===== src/pkg/atrc_pkg.sv =====
// Package with register map, field layout and timing constants of the converter timing control.
package atrc_pkg;

  // Register map.
  localparam logic [2:0] ATRC_ADDR_CONTROL3 = 3'h3;
  localparam logic [2:0] ATRC_ADDR_TIMING   = 3'h4;
  localparam logic [2:0] ATRC_ADDR_START    = 3'h5;
  localparam logic [2:0] ATRC_ADDR_STATUS   = 3'h6;

  // Field positions of the timing control register.
  localparam int ATRC_RES_BIT    = 7;
  localparam int ATRC_SMP_HI     = 6;
  localparam int ATRC_SMP_LO     = 5;
  localparam int ATRC_PRS_HI     = 4;
  localparam int ATRC_PRS_LO     = 0;

  // Reset values.
  localparam logic [7:0] ATRC_TIMING_RESET = 8'h05;
  localparam logic [7:0] ATRC_CTL3_RESET   = 8'h20;

  // Timing counts in conversion clock cycles, then the width and last value of the position counter.
  localparam logic [4:0] ATRC_PHASE1_CYC  = 5'h02;
  localparam logic [4:0] ATRC_BITS_HI_CYC = 5'h0A;
  localparam logic [4:0] ATRC_BITS_LO_CYC = 5'h08;
  localparam int         ATRC_POS_W       = 3;
  localparam logic [2:0] ATRC_POS_LAST    = 3'h7;

  typedef enum logic [1:0] {
    ATRC_IDLE,
    ATRC_SAMPLE1,
    ATRC_SAMPLE2,
    ATRC_CONVERT
  } atrc_state_t;

  typedef struct packed {
    logic [2:0] addr;
    logic [7:0] wdata;
    logic       wr;
    logic       rd;
  } atrc_bus_req_t;

  typedef struct packed {
    logic       running;
    logic [1:0] phase;
    logic [2:0] position;
    logic       done;
  } atrc_status_t;

endpackage : atrc_pkg


===== src/logic/atrc_prescaler.sv =====
// Conversion clock prescaler: one enable pulse every 2*(P+1) bus cycles.
`timescale 1ns/1ps
module atrc_prescaler
  import atrc_pkg::*;
(
  // Clock and reset
  input  wire logic       clk_i,
  input  wire logic       reset_i,
  // Control
  input  wire logic [4:0] divider_i,
  input  wire logic       restart_i,
  // Conversion clock
  output logic            conv_tick_o,
  output logic            conv_clk_o
);

  typedef struct packed {
    logic [4:0] cnt;
    logic       clk;
    logic       tick;
  } atrc_pre_state_t;

  atrc_pre_state_t st_ff;
  atrc_pre_state_t nxt_st;

  // The tick marks the rising edge of the divided clock, so one tick is one full conversion period.
  always_comb begin
    nxt_st      = st_ff;
    nxt_st.tick = 1'b0;
    if (restart_i) begin
      nxt_st.cnt = 5'h00;
      nxt_st.clk = 1'b0;
    end else if (st_ff.cnt == divider_i) begin
      nxt_st.cnt  = 5'h00;
      nxt_st.clk  = ~st_ff.clk;
      nxt_st.tick = ~st_ff.clk;
    end else begin
      nxt_st.cnt = st_ff.cnt + 5'h01;
    end
  end

  always_ff @(posedge clk_i) begin
    if (reset_i) begin
      st_ff <= '0;
    end else begin
      st_ff <= nxt_st;
    end
  end

  assign conv_tick_o = st_ff.tick;
  assign conv_clk_o  = st_ff.clk;

endmodule // atrc_prescaler


===== src/logic/atrc_timing_control.sv =====
// Timing and resolution control of the converter sequencer with its register port.
//
// The implementer's own choice: the address-and-strobe port.
`timescale 1ns/1ps
module atrc_timing_control
  import atrc_pkg::*;
(
  // Clock and reset
  input  wire logic         clk_i,
  input  wire logic         reset_i,
  // Register port
  input  wire logic [2:0]   addr_i,
  input  wire logic [7:0]   wdata_i,
  input  wire logic         wr_i,
  input  wire logic         rd_i,
  output logic [7:0]        rdata_o,
  // Converter control
  output logic              conv_clk_o,
  output logic              low_resolution_select_o,
  output logic              sample_o,
  output logic              convert_o,
  output logic [2:0]        position_o,
  output logic              seq_done_o
);

  typedef struct packed {
    logic [7:0]  timing;
    logic [7:0]  ctl3;
    atrc_state_t state;
    logic [4:0]  cnt;
    logic [2:0]  position;
    logic [2:0]  convs;
    logic        done;
    logic [7:0]  rdata;
  } atrc_top_state_t;

  atrc_top_state_t st_ff;
  atrc_top_state_t nxt_st;
  atrc_bus_req_t   req;
  atrc_status_t    status;
  logic            conv_tick;
  logic            timing_wr;
  logic            abort;
  logic [4:0]      phase2_cyc;
  logic [4:0]      bits_cyc;
  logic [2:0]      seq_last;
  logic            fifo_mode;

  assign req       = '{addr: addr_i, wdata: wdata_i, wr: wr_i, rd: rd_i};
  assign timing_wr = req.wr && (req.addr == ATRC_ADDR_TIMING);
  // Writes to the third, fourth or fifth control register all abort the sequence in progress.
  assign abort     = req.wr && (req.addr == ATRC_ADDR_CONTROL3 || req.addr == ATRC_ADDR_TIMING
                                || req.addr == ATRC_ADDR_START);
  assign fifo_mode = st_ff.ctl3[2];
  assign seq_last  = (st_ff.ctl3[6:3] == 4'h0 || st_ff.ctl3[6]) ? 3'h7 : (st_ff.ctl3[5:3] - 3'h1);

  // Second phase lengths are 2 shifted by the field value.
  always_comb begin
    unique case (st_ff.timing[ATRC_SMP_HI:ATRC_SMP_LO])
      2'b00: phase2_cyc = 5'h02;
      2'b01: phase2_cyc = 5'h04;
      2'b10: phase2_cyc = 5'h08;
      2'b11: phase2_cyc = 5'h10;
    endcase
  end

  assign bits_cyc = st_ff.timing[ATRC_RES_BIT] ? ATRC_BITS_LO_CYC : ATRC_BITS_HI_CYC;

  atrc_prescaler u_prescaler (
    .clk_i       (clk_i),
    .reset_i     (reset_i),
    .divider_i   (st_ff.timing[ATRC_PRS_HI:ATRC_PRS_LO]),
    .restart_i   (timing_wr),
    .conv_tick_o (conv_tick),
    .conv_clk_o  (conv_clk_o)
  );

  always_comb begin
    nxt_st       = st_ff;
    nxt_st.rdata = 8'h00;
    // Reads see the value from before a write in the same cycle; nothing stops both strobes from being set at once.
    if (req.rd) begin
      unique case (req.addr)
        ATRC_ADDR_CONTROL3: nxt_st.rdata = st_ff.ctl3;
        ATRC_ADDR_TIMING:   nxt_st.rdata = st_ff.timing;
        ATRC_ADDR_STATUS:   nxt_st.rdata = {status.done, status.running, status.phase, 1'b0, status.position};
        default:            nxt_st.rdata = 8'h00;
      endcase
    end
    if (st_ff.state != ATRC_IDLE && conv_tick) begin
      nxt_st.cnt = st_ff.cnt + 5'h01;
      unique case (st_ff.state)
        ATRC_SAMPLE1: begin
          if (st_ff.cnt == ATRC_PHASE1_CYC - 5'h01) begin
            nxt_st.state = ATRC_SAMPLE2;
            nxt_st.cnt   = 5'h00;
          end
        end
        ATRC_SAMPLE2: begin
          if (st_ff.cnt == phase2_cyc - 5'h01) begin
            nxt_st.state = ATRC_CONVERT;
            nxt_st.cnt   = 5'h00;
          end
        end
        ATRC_CONVERT: begin
          if (st_ff.cnt == bits_cyc - 5'h01) begin
            nxt_st.cnt      = 5'h00;
            nxt_st.position = st_ff.position + 3'h1;
            nxt_st.convs    = st_ff.convs + 3'h1;
            if (st_ff.convs == seq_last) begin
              nxt_st.done  = 1'b1;
              nxt_st.convs = 3'h0;
              nxt_st.state = ATRC_IDLE;
              if (!fifo_mode) begin
                nxt_st.position = 3'h0;
              end
            end else begin
              nxt_st.state = ATRC_SAMPLE1;
            end
          end
        end
        default: nxt_st.state = ATRC_IDLE;
      endcase
    end
    if (abort) begin
      nxt_st.state    = ATRC_IDLE;
      nxt_st.cnt      = 5'h00;
      nxt_st.convs    = 3'h0;
      nxt_st.position = 3'h0;
      nxt_st.done     = 1'b0;
    end
    if (req.wr && req.addr == ATRC_ADDR_CONTROL3) begin
      nxt_st.ctl3 = req.wdata;
    end
    if (timing_wr) begin
      nxt_st.timing = req.wdata;
    end
    // Only a start write launches a sequence; a timing write never does.
    if (req.wr && req.addr == ATRC_ADDR_START) begin
      nxt_st.state = ATRC_SAMPLE1;
    end
  end

  always_ff @(posedge clk_i) begin
    if (reset_i) begin
      st_ff        <= '0;
      st_ff.timing <= ATRC_TIMING_RESET;
      st_ff.ctl3   <= ATRC_CTL3_RESET;
      st_ff.state  <= ATRC_IDLE;
    end else begin
      st_ff <= nxt_st;
    end
  end

  assign status = '{running:  st_ff.state != ATRC_IDLE,
                    phase:    st_ff.state,
                    position: st_ff.position,
                    done:     st_ff.done};

  assign rdata_o                 = st_ff.rdata;
  assign low_resolution_select_o = st_ff.timing[ATRC_RES_BIT];
  assign sample_o                = (st_ff.state == ATRC_SAMPLE1) || (st_ff.state == ATRC_SAMPLE2);
  assign convert_o               = st_ff.state == ATRC_CONVERT;
  assign position_o              = st_ff.position;
  assign seq_done_o              = st_ff.done;

endmodule // atrc_timing_control


===== config.mk =====
export PLATFORM = sky130hd
export DESIGN_NAME = atrc_timing_control
export DESIGN_NICKNAME = d
export VERILOG_FILES = /design/src/pkg/atrc_pkg.sv /design/src/logic/atrc_prescaler.sv /design/src/logic/atrc_timing_control.sv
export SDC_FILE = /design/constraint.sdc
export NUM_CORES = 1
export LEC_CHECK = 0
export BUFFER_PORTS_ARGS = -buffer_cell sky130_fd_sc_hd__buf_4
export CAP_MARGIN = 20
export CORE_ASPECT_RATIO = 1.4
export CORE_UTILIZATION = 45
export CTS_CLUSTER_SIZE = 40
export DETAILED_ROUTE_END_ITERATION = 6
export PLACE_DENSITY_LB_ADDON = 0.25
export RECOVER_POWER = 25
export SLEW_MARGIN = 25
export SYNTH_ARGS = -nofsm -noshare
export SYNTH_HDL_FRONTEND = slang
export SYNTH_SLANG_ARGS = --single-unit

===== constraint.sdc =====
create_clock -name clk_i -period 2.5 [get_ports clk_i]
set_input_delay 0 -clock clk_i [delete_from_list [all_inputs] [get_ports clk_i]]
set_output_delay 0 -clock clk_i [all_outputs]
set_load 0.1 [all_outputs]

Word level (Yosys, flattened, before mapping)
Index checks and enable logic that the tools add are counted.
- bits of input ports: 15
- bits in registers: 45
- output and inout bits: 16
- logic and storage cells: 82
- reductions and logical operators: 23
- add/subtract/negate cells: 7
- mux-type cells: 16
- eq/ne operators: 21
- bitwise logic cells: 3
- operators by type and width (cell ; count):
    two-way mux 7 bit ; 4
    two-way mux 13 bit ; 2
    case mux 8 bit (3 select lines) ; 1
    case mux 5 bit (4 select lines) ; 1
    equality test 5 bit ; 3
    case mux 5 bit (3 select lines) ; 1
    two-way mux 14 bit ; 1
    AND reduction 4 bit ; 3
    adder 5 x 1 -> 5 bit (second input constant) ; 2
    equality test 3 bit (second input constant) ; 3
    OR reduction 3 bit ; 3
    equality test 2 bit (second input constant) ; 4
    inequality test 4 bit (second input constant) ; 2
    adder 3 x 1 -> 3 bit (second input constant) ; 2
    two-way mux 3 bit ; 2
    case mux 2 bit (3 select lines) ; 1
    OR reduction 2 bit ; 3
    equality test 5 x 1 -> 1 bit (second input constant) ; 1
    logical AND 1 bit ; 5
    subtractor 4 x 1 -> 5 bit (second input constant) ; 1
    subtractor 5 x 1 -> 5 bit (second input constant) ; 1
    equality test 2 x 1 -> 1 bit (second input constant) ; 2
    logical NOT 4 bit ; 1
    logical OR 1 bit ; 4
    other kinds (13) ; 17

Logic depth before layout (Yosys ltp)
Gate-level depths: netlist (run 1).
- depth after elaboration: 10
- gate-level depth with buffers: 7
- mapped depth without buffers: 7

Cells and area by module
From an unflattened synthesis (run 1), not the netlist that was laid out.
- cells, all modules: 281
- area total of the unflattened synthesis: 2368.5 um^2
- by module, submodules not included (module ; cells an instance ; instances ; area each (um^2) ; seq. area each (um^2)):
    atrc_timing_control ; 246 ; 1 ; 2038.2 ; 760.7
    atrc_prescaler ; 35 ; 1 ; 330.3 ; 140.1

Least setup slack after synthesis (run 1)
No wires, ideal clock.
- path kind: reg-to-reg
- start point: register st_ff[20] (netlist name)
- end point: register st_ff, in the netlist position_o[0]
- clock period less this slack: 2.480 ns
- path buffers: 0
- arrival: 2.347 ns
- slack: 0.020 ns
- data required time: 2.367 ns
- cell stages (with the launch flop): 7
- library setup time: 0.133 ns
- path through: dfxtp_1 > ha_1 > inv_1 > a2111oi_4 > inv_2 > a211oi_4 > a211oi_1
- elaborated cells between the ends (all ways): 4
- classes of those cells: 1 x eq/ne; 3 x reduce/logical
- RTL lines (item ; line ; source):
    from (decl) ; atrc_timing_control.sv:37 ; atrc_top_state_t st_ff;
    from (signal assigned) ; atrc_timing_control.sv:151 ; st_ff <= nxt_st;
    equality test 2 bit ; - ;
    net convert_o ; atrc_timing_control.sv:21 ; output logic convert_o,
    AND reduction 3 bit (no line) ; - ;
The timed path passes the listed nets, and every way through them passes these cells.
A chain may end at the register's enable or synchronous reset.

Final worst setup path (run 1)
- start point: register st_ff[25] (netlist name)
- end point: register st_ff, in the netlist position_o[0]
- longest elaborated chain between the ends: 5
- elaborated cells between the ends (all ways): 6
- classes of those cells: 1 x add/sub; 1 x eq/ne; 2 x mux; 2 x reduce/logical
- RTL lines (item ; line ; source):
    parallel branches: the longest is 2 deep, another holds subtractor 3 x 1 -> 3 bit ; - ;
    two-way mux 3 bit (*) ; atrc_timing_control.sv:55 ; assign seq_last = (st_ff.ctl3[6:3] == 4'h0 || st_ff.ctl3[6]) ? 3'h7 : (st_ff.ctl3[5:3] - 3'h1);
    equality test 3 bit (*) ; atrc_timing_control.sv:110 ; if (st_ff.convs == seq_last) begin
    two-way mux 7 bit (*) ; atrc_timing_control.sv:110 ;
Mark *: on every way between the ends.

==> results of run 1 <==
per-stage QoR:
| stage | power [mW] | hold WS [ns] | instances | area, um^2 |
|---|---|---|---|---|
| floorplan | 0.837 | 0.118 | 259 | 2300 |
| global placement | 0.878 | 0.215 | 336 | 2500 |
| detailed placement | 0.879 | 0.216 | 336 | 2500 |
| CTS | 1.44 | 0.00682 | 353 | 2700 |
| global route | 1.49 | 0.0198 | 353 | 2650 |
| finish | 1.42 | 0.0159 | 353 | 2650 |
state kept, by name (all words and copies together) (netlist names):
register,flops
rdata_o,8
fifo_mode,1
u_prescaler.conv_clk_o,1
st_ff,24
seq_done_o,1
u_prescaler.conv_tick_o,1
position_o,3
low_resolution_select_o,1
u_prescaler.st_ff,5
cell families (layout without fill, tap and decap cells):
group	after synthesis	in the layout	synth area share
multiplexers	8	8	0.0349
flip-flops	45	45	0.392
XOR/XNOR	18	18	0.0686
buffers and inverters	29	59	0.0703
AO/OA/AOI/OAI	48	48	0.162
adder cells (fa/ha/maj)	10	10	0.0545
AND/OR/NAND/NOR	101	101	0.217
path summary, 6_finish.rpt:
check / startpoint / endpoint / slack (ns) / depth (start not counted)
max: st_ff[25] / position_o[0] / 0.26 / 7
max reg2reg: st_ff[25] / position_o[0] / 0.26 / 7
min reg2reg: st_ff[22] / st_ff[22] / 0.46 / 2
min: wr_i / st_ff[20] / 0.02 / 3
worst min-delay path: cells and delay by family:
kind | cells | cell delay (ns)
buffers and inverters | 1 | 0.13
AO/OA/AOI/OAI | 1 | 0.07
AND/OR/NAND/NOR | 1 | 0.07
metal layers:
layer | wire (um) | vias up | track usage
met4 | 125 | 0 | 0.0994
met1 | 2170 | 890 | 0.222
li1 | - | 946 | -
met3 | 146 | 12 | 0.0408
met2 | 2490 | 34 | 0.352
met5 | 0 | - | 0
cell type report:
type,count,share of cell area
clock buffer,6,0.0274
clock inverter,2,0.0147
inverter,9,0.0128
multi-input combinational,185,0.468
sequential,45,0.340
tap,64,0.0302
timing repair buffer,42,0.106
placed cells by master, fill, tap and decap left out, drive strengths merged, types with 2 or more instances in the layout:
| cell | instances |
|---|---|
| inv | 9 |
| a21o | 3 |
| a22oi | 7 |
| nand3 | 7 |
| ha | 10 |
| a22o | 4 |
| nor3 | 7 |
| xor2 | 11 |
| a211oi | 7 |
| nand4 | 2 |
| nor2 | 28 |
| clkbuf | 21 |
| a211o | 2 |
| and3 | 3 |
| dlygate4sd3 | 9 |
| or4 | 2 |
| xnor2 | 7 |
| buf | 18 |
| nand4b | 2 |
| nand2 | 27 |
| a21oi | 11 |
| o21ai | 4 |
| nor4 | 2 |
| mux2i | 8 |
| nor2b | 9 |
| dfxtp | 45 |
| nand3b | 3 |
| nand2b | 5 |
timing repair:
item	in CTS	in global routing
setup endpoints to repair	0	0
hold buffers	9	0
endpoints found under the hold margin	17	0
power breakdown:
group	internal [mW]	switching [mW]	leakage, nW
Combinational	0.0556	0.0744	0.533
Clock	0.300	0.251	0.0554
Sequential	0.729	0.0129	0.364
Total	1.09	0.338	0.953
==> impl_metrics.yaml, run 1 <==
run_status:
  status: "completed"
logic_synthesis:
  ys_top_cells_by_area: "dfxtp_1, ha_1, nor2_1, nand2_1, xor2_1"
  yosys_warnings: 0
  synth_most_common_cell: "dfxtp_1"
  syn-cell-area_mm2: 0.00230
  synth_commonest_cells: "dfxtp_1, nor2_1, nand2_1"
  synth_edf_count: 0
  syn-num-nets: 284
  avgSynthCellArea_um2: 8.87
  synth_ff_type: "dfxtp_1"
  netlist.area_leader.share: 0.392
  async_flop_share: 0
  ys_seq_area_frac: 0.392
  synthDistinctLibCells: 45
  ys_ff_latch: 45
  yosys.area.top_type: "dfxtp_1"
  syn_inst: 259
cells_and_area:
  drive_gt1_frac: 0.104
  synthToLayoutAreaGrowth_pct: 15.3
  finalNetCount: 313
  multi_input_area_mm2: 0.00124
  antenna_cells: 0
  fillers: 488
  utilization: 0.543
  regArea_um2: 901
cts:
  clockRootBuffer: "clkbuf_8"
  post-cts-setup-buffers: 0
  cts_buffer_depth: 2
  insertion_delay_ns: 0.30
  cts.clk_slew.worst_paths_ns: 0.09
  cts-resized-gates: 0
  cts_max_level: 2
  cts.sinks: 45
  cts_tree: "built"
  cts_buffers: 5
floorplanning:
  start_util: 0.471
  io-pin-count: 31
  die_w_um: 62.4
  die_y_um: 86.5
  rows: 30
  core-area_mm2: 0.00488
  dieArea_mm2: 0.00540
sta:
  hold_viol: 0
  min_period_ns: 2.24
  max_freq_ghz: 0.447
  period_share: 0.895
  worst_slew_margin_rel: 0.222
  maxSlewViolCount: 0
  setup_tns_ns: 0
  tightest_slew_ns: 1.17
  fin_skew_ns: 0.00973
  fin_ws_ns: 0.261
  setup_viol: 0
  rsz0062_at_grt: "no"
route:
  detail-route-antenna-nets: 0
  wl_per_cell_um: 14.0
  via_count: 1882
  routed_wl_mm: 4.93
  drc: 0
  via_per_inst: 5.33
  dr.pass1.iters: 4
  dr.first_iter.drc_count: 83
worst_setup_path:
  path_max_fanout: 7
  setup.worst_path.class: "register to register"
  cp_num_buf_inv: 1
  cp_cell_sequence: "inv_1, ha_1, xnor2_1, or4_1, a21o_1, a211oi_4, a211oi_1"
  required_ns: 2.67
  end_kind: "register"
  crit_path_top_delay_cell: "or4_1"
  cp.arrival_ns: 2.41
  cp-start-kind: "register"
  cp_slowest_stage_delay_ns: 0.51
  cpLargestDelayFamily: "compound AO/OA/AOI/OAI gates"
pwr:
  leakagePower_nw: 0.953
  power.density_mw_per_mm2: 537
  vdd.ir_drop.worst_uv: 397
flow_run:
  cap_violations: 0
grt:
  antenna_found_initial: 0
  grt_pass1_wl_mm: 8.24
  overflow: 0
  first_global_vias: 1841
  grt_use_total: 0.197
  grt_start_max_net_pins: 24
placed_design:
  pre_cts_ws_ns: 0.297
  io_buffers: 30
  gp_congestion: 0.799
  place.detailed.hpwl_mm: 3.61
hold_path:
  hold_path_class: "input pin to register"
(Power assumes the default switching activity.)
==> run 2: changes to the inputs <==
--- a/config.mk
+++ b/config.mk
@@ -7,7 +7,7 @@
 export LEC_CHECK = 0
 export BUFFER_PORTS_ARGS = -buffer_cell sky130_fd_sc_hd__buf_4
 export CAP_MARGIN = 20
-export CORE_ASPECT_RATIO = 1.4
+export CORE_ASPECT_RATIO = 0.6
 export CORE_UTILIZATION = 45
 export CTS_CLUSTER_SIZE = 40
 export DETAILED_ROUTE_END_ITERATION = 6
==> run 2 against run 1 <==
Worst setup slack lost 0.089 ns. Clock-buffer cell count increased by 1. Die area hardly changed. Sequential share of layout area down 0.19 points. Register-to-register slack worse by 0.09 ns.
==> impl_metrics.yaml, run 2 (synthesized netlist as in run 1, its figures left out) <==
run_status:
  status: "completed"
floorplanning:
  dieArea_mm2: 0.00540
  die_w_um: 94.2
  rows: 19
  start_util: 0.486
  die_y_um: 57.3
  io-pin-count: 31
  core-area_mm2: 0.00473
cts:
  post-cts-setup-buffers: 0
  cts_buffers: 5
  cts_tree: "built"
  clockRootBuffer: "clkbuf_8"
  cts_buffer_depth: 2
  insertion_delay_ns: 0.30
  cts.sinks: 45
  cts.clk_slew.worst_paths_ns: 0.08
  cts_max_level: 2
pwr:
  power_mw: 1.45
  leakagePower_nw: 0.977
  power.density_mw_per_mm2: 544
  vdd.ir_drop.worst_uv: 280
route:
  dr_wl_met2_mm: 2.13
  routed_wl_mm: 5.52
  drt-met1-wl_mm: 2.89
  met3WireLength_um: 446
  top_layer: "met4"
  drc: 0
  wl_per_cell_um: 15.7
  detail-route-antenna-nets: 0
  via_per_inst: 5.37
  dr.first_iter.drc_count: 150
  dr.pass1.iters: 5
  via_count: 1891
grt:
  antenna_found_initial: 0
  grt_pass1_wl_mm: 9.06
  grt_use_total: 0.225
  overflow: 0
  first_global_vias: 1775
  grt_start_max_net_pins: 24
sta:
  worst_slew_margin_rel: 0.226
  rsz0062_at_grt: "no"
  setup_tns_ns: 0
  max_freq_ghz: 0.430
  tightest_slew_ns: 1.17
  setup_viol: 0
  whs_ns: 0.0461
  hold_viol: 0
  period_share: 0.931
  maxSlewViolCount: 0
  fin_skew_ns: 0.00757
  min_period_ns: 2.33
worst_setup_path:
  setup.worst_path.class: "register to register"
  required_ns: 2.67
  cp_num_buf_inv: 2
  cp.arrival_ns: 2.50
  cp-start-kind: "register"
  end_kind: "register"
  cpLargestDelayFamily: "compound AO/OA/AOI/OAI gates"
  crit_path_top_delay_cell: "a2111oi_4"
  path_max_fanout: 7
  cp_slowest_stage_delay_ns: 0.67
  cp_cell_sequence: "inv_1, ha_1, nand2b_1, a2111oi_4, inv_2, a211oi_4, a211oi_1"
cells_and_area:
  drive_gt1_frac: 0.121
  top_register: "st_ff"
  fin_cells: 352
  layout_common_cells: "dfxtp_1, nor2_1, nand2_1"
  antenna_cells: 0
  largest_reg_flops: 24
  layout_commonest_cell: "dfxtp_1"
  finalNetCount: 313
  utilization: 0.563
  synthToLayoutAreaGrowth_pct: 15.9
  fillers: 447
placed_design:
  place.detailed.hpwl_mm: 4.20
  io_buffers: 30
  gp_congestion: 0.875
  placed_cells: 336
hold_path:
  hold_path_class: "input pin to register"
flow_run:
  cap_violations: 0
## run 2: area by class of cell
cell class,instances,area [um^2],share of cell area
Tap cell,63,78.8,0.0296
Inverter,9,33.8,0.0127
Timing Repair Buffer,42,298,0.112
Clock buffer,7,86.3,0.0324
Multi-Input combinational cell,185,1230,0.464
Sequential cell,45,901,0.338
Clock inverter,1,30.0,0.0113
## run 2: worst reg2reg max path, stage by stage (launching register included)
cell       delay, ns
dfxtp_1         0.40
inv_1           0.11
ha_1            0.23
nand2b_1        0.25
a2111oi_4       0.67
inv_2           0.09
a211oi_4        0.32
a211oi_1        0.13
## run 2: metrics by stage
| stage | worst slack, ns | cell area (um^2) |
|---|---|---|
| after global routing | 0.0339 | 2660 |
| after CTS | 0.193 | 2710 |
| after global placement | 0.293 | 2510 |
| final | 0.172 | 2660 |
| after floorplan | 0.0203 | 2300 |
| after detailed placement | 0.207 | 2510 |
## run 2: layer usage
metal | track usage | vias to the layer above
met5 | 0 | -
met4 | 0.0593 | 0
met3 | 0.0560 | 5
met2 | 0.296 | 65
met1 | 0.355 | 873
li1 | - | 948
## run 2: worst paths after layout
check             from            end  slack (ns)  cells past startpoint
min               wr_i      st_ff[20]        0.05                      3
max          st_ff[20]  position_o[2]        0.17                      7
min reg2reg  st_ff[25]      st_ff[25]        0.47                      2
max reg2reg  st_ff[20]  position_o[2]        0.17                      7
## run 2: what timing repair did
item / 4_1_cts / 5_1_grt
resized for setup: 0 / 0
endpoints found under the setup margin: 0 / 0
endpoints found under the hold margin: 16 / 0
hold buffers: 8 / 0
## run 2: power breakdown
group	switching, mW	internal [mW]
clock	0.245	0.326
sequential	0.0141	0.729
combinational	0.0782	0.0550
total	0.337	1.11
==> run 3: changes to the inputs <==
--- a/config.mk
+++ b/config.mk
@@ -13,6 +13,7 @@
 export DETAILED_ROUTE_END_ITERATION = 6
 export PLACE_DENSITY_LB_ADDON = 0.25
 export RECOVER_POWER = 25
+export REMOVE_ABC_BUFFERS = 1
 export SLEW_MARGIN = 25
 export SYNTH_ARGS = -nofsm -noshare
 export SYNTH_HDL_FRONTEND = slang
==> run 3 against run 2 <==
Cell area is 0.61% higher. Critical endpoint is now position_o[0]. Clock skew shrank 0.00099 ns. Worst setup slack better by 0.098 ns. Combinational power about the same. Via count is 0.32% higher. Sequential power barely moved. Critical path depth is the same.
==> impl_metrics.yaml, run 3 (synthesized netlist as in run 1, its figures left out) <==
run_status:
  status: "completed"
worst_setup_path:
  cp.arrival_ns: 2.40
  end_kind: "register"
  crit_start: "st_ff[25]"
  required_ns: 2.67
  cp_cell_sequence: "inv_1, ha_1, xnor2_1, or4_1, a21o_1, a211oi_4, a211oi_1"
  rr_startpoint: "st_ff[25]"
  r2r_cells: 7
  cp-start-kind: "register"
  cpLargestDelayFamily: "compound AO/OA/AOI/OAI gates"
  crit_path_top_delay_cell: "or4_1"
  setup.worst_path.class: "register to register"
  cp_num_buf_inv: 1
  critical_path_depth: 7
  path_max_fanout: 7
  cp_slowest_stage_delay_ns: 0.51
floorplanning:
  die_y_um: 57.3
  core-area_mm2: 0.00473
  io-pin-count: 31
  die_w_um: 94.2
  dieArea_mm2: 0.00540
  rows: 19
  start_util: 0.486
sta:
  max_freq_ghz: 0.448
  hold_viol: 0
  rsz0062_at_grt: "no"
  setup_viol: 0
  period_share: 0.892
  fin_ws_ns: 0.270
  worst_slew_margin_rel: 0.223
  tightest_slew_ns: 1.17
  setup_tns_ns: 0
  maxSlewViolCount: 0
  min_period_ns: 2.23
  fin_skew_ns: 0.00657
cts:
  post-cts-setup-buffers: 0
  cts_buffer_depth: 2
  insertion_delay_ns: 0.30
  cts_tree: "built"
  cts_buffers: 5
  cts_max_level: 2
  cts.sinks: 45
  clockRootBuffer: "clkbuf_8"
  cts.clk_slew.worst_paths_ns: 0.09
  cts-resized-gates: 0
grt:
  first_global_vias: 1742
  antenna_found_initial: 0
  grt_pass1_wl_mm: 8.96
  grt_start_max_net_pins: 24
  overflow: 0
  grt_use_total: 0.222
route:
  dr.first_iter.drc_count: 126
  dr.pass1.iters: 4
  via_per_inst: 5.37
  wl_per_cell_um: 15.4
  routed_wl_mm: 5.43
  via_count: 1897
  detail-route-antenna-nets: 0
  drc: 0
cells_and_area:
  synthToLayoutAreaGrowth_pct: 16.6
  final_area_mm2: 0.00268
  largest_reg_flops: 24
  antenna_cells: 0
  finalNetCount: 314
  layout_common_cells: "dfxtp_1, nor2_1, nand2_1"
  drive_gt1_frac: 0.107
  layout_commonest_cell: "dfxtp_1"
  top_register: "st_ff"
pwr:
  vdd.ir_drop.worst_uv: 256
  power.density_mw_per_mm2: 569
  intPower_mw: 1.18
  p_comb_frac: 0.088
  p_switching_mw: 0.342
  leakagePower_nw: 0.968
  seq_power_share: 0.487
  power.share.clock: 0.424
  sw_frac_of_total: 0.224
flow_run:
  cap_violations: 0
placed_design:
  gp_congestion: 0.836
  pre_cts_ws_ns: 0.297
  placed_cell_area_mm2: 0.00250
  io_buffers: 30
  place.detailed.hpwl_mm: 3.97
hold_path:
  hold_path_class: "input pin to register"
  hold_start: "addr_i[2]"
  whs_path_depth: 3
[run 3: cell count changes in the layout (fill, tap and decap cells not counted)]
cell,change
bufinv_16,+1
nor3b_2,+1
dlygate4sd3_1,+2
clkbuf_8,-1
buf_4,-6
nor3b_1,-1
clkinv_2,+1
clkbuf_1,+4
[run 3: tightest hold or removal path: stages]
cell and delay, ns:
buf_4 0.12, nand2b_1 0.08, o32ai_1 0.09
[run 3: per-stage QoR]
stage	power [mW]	std cells	util	hold slack (ns)
after floorplan	0.830	239	-	0.0691
after global placement	0.880	335	0.529	0.218
after detailed placement	0.881	335	0.529	0.223
after CTS	1.53	353	0.578	0.0316
after global routing	1.59	353	0.566	0.0393
final	1.52	353	0.566	0.0401
[run 3: final cells by class]
type                            count  area (um^2)
Tap cell                           63         78.8
Clock buffer                        5         68.8
Multi-Input combinational cell    185         1240
Sequential cell                    45          901
Timing Repair Buffer               43          292
Fill cell                         452         2050
Clock inverter                      3         65.1
Inverter                            9         33.8
[run 3: power groups by stage]
stage	clock network (mW)	logic, mW	registers, mW
2_1_floorplan	0	0.0625	0.767
3_3_place_gp	0	0.121	0.759
3_5_place_dp	0	0.122	0.759
4_1_cts	0.657	0.135	0.743
5_1_grt	0.699	0.149	0.745
6_report	0.647	0.135	0.743
[run 3: path summary, 6_finish.rpt]
check	end	slack, ns
worst max register to register	position_o[0]	0.27
worst min-delay path	st_ff[20]	0.04
worst max-delay path	position_o[0]	0.27
worst min register to register	st_ff[22]	0.46
[run 3: repair_timing]
| item | in CTS | in global routing |
|---|---|---|
| setup endpoints to repair | 0 | 0 |
| hold endpoints to repair | 17 | 0 |
| hold buffers | 10 | 0 |
[run 3: metal layers]
layer,up-vias,share of wire,GRT usage
met5,-,0,0
met4,0,0.0026,0.0330
met3,2,0.082,0.0640
met2,62,0.40,0.292
met1,880,0.52,0.354
li1,953,-,-
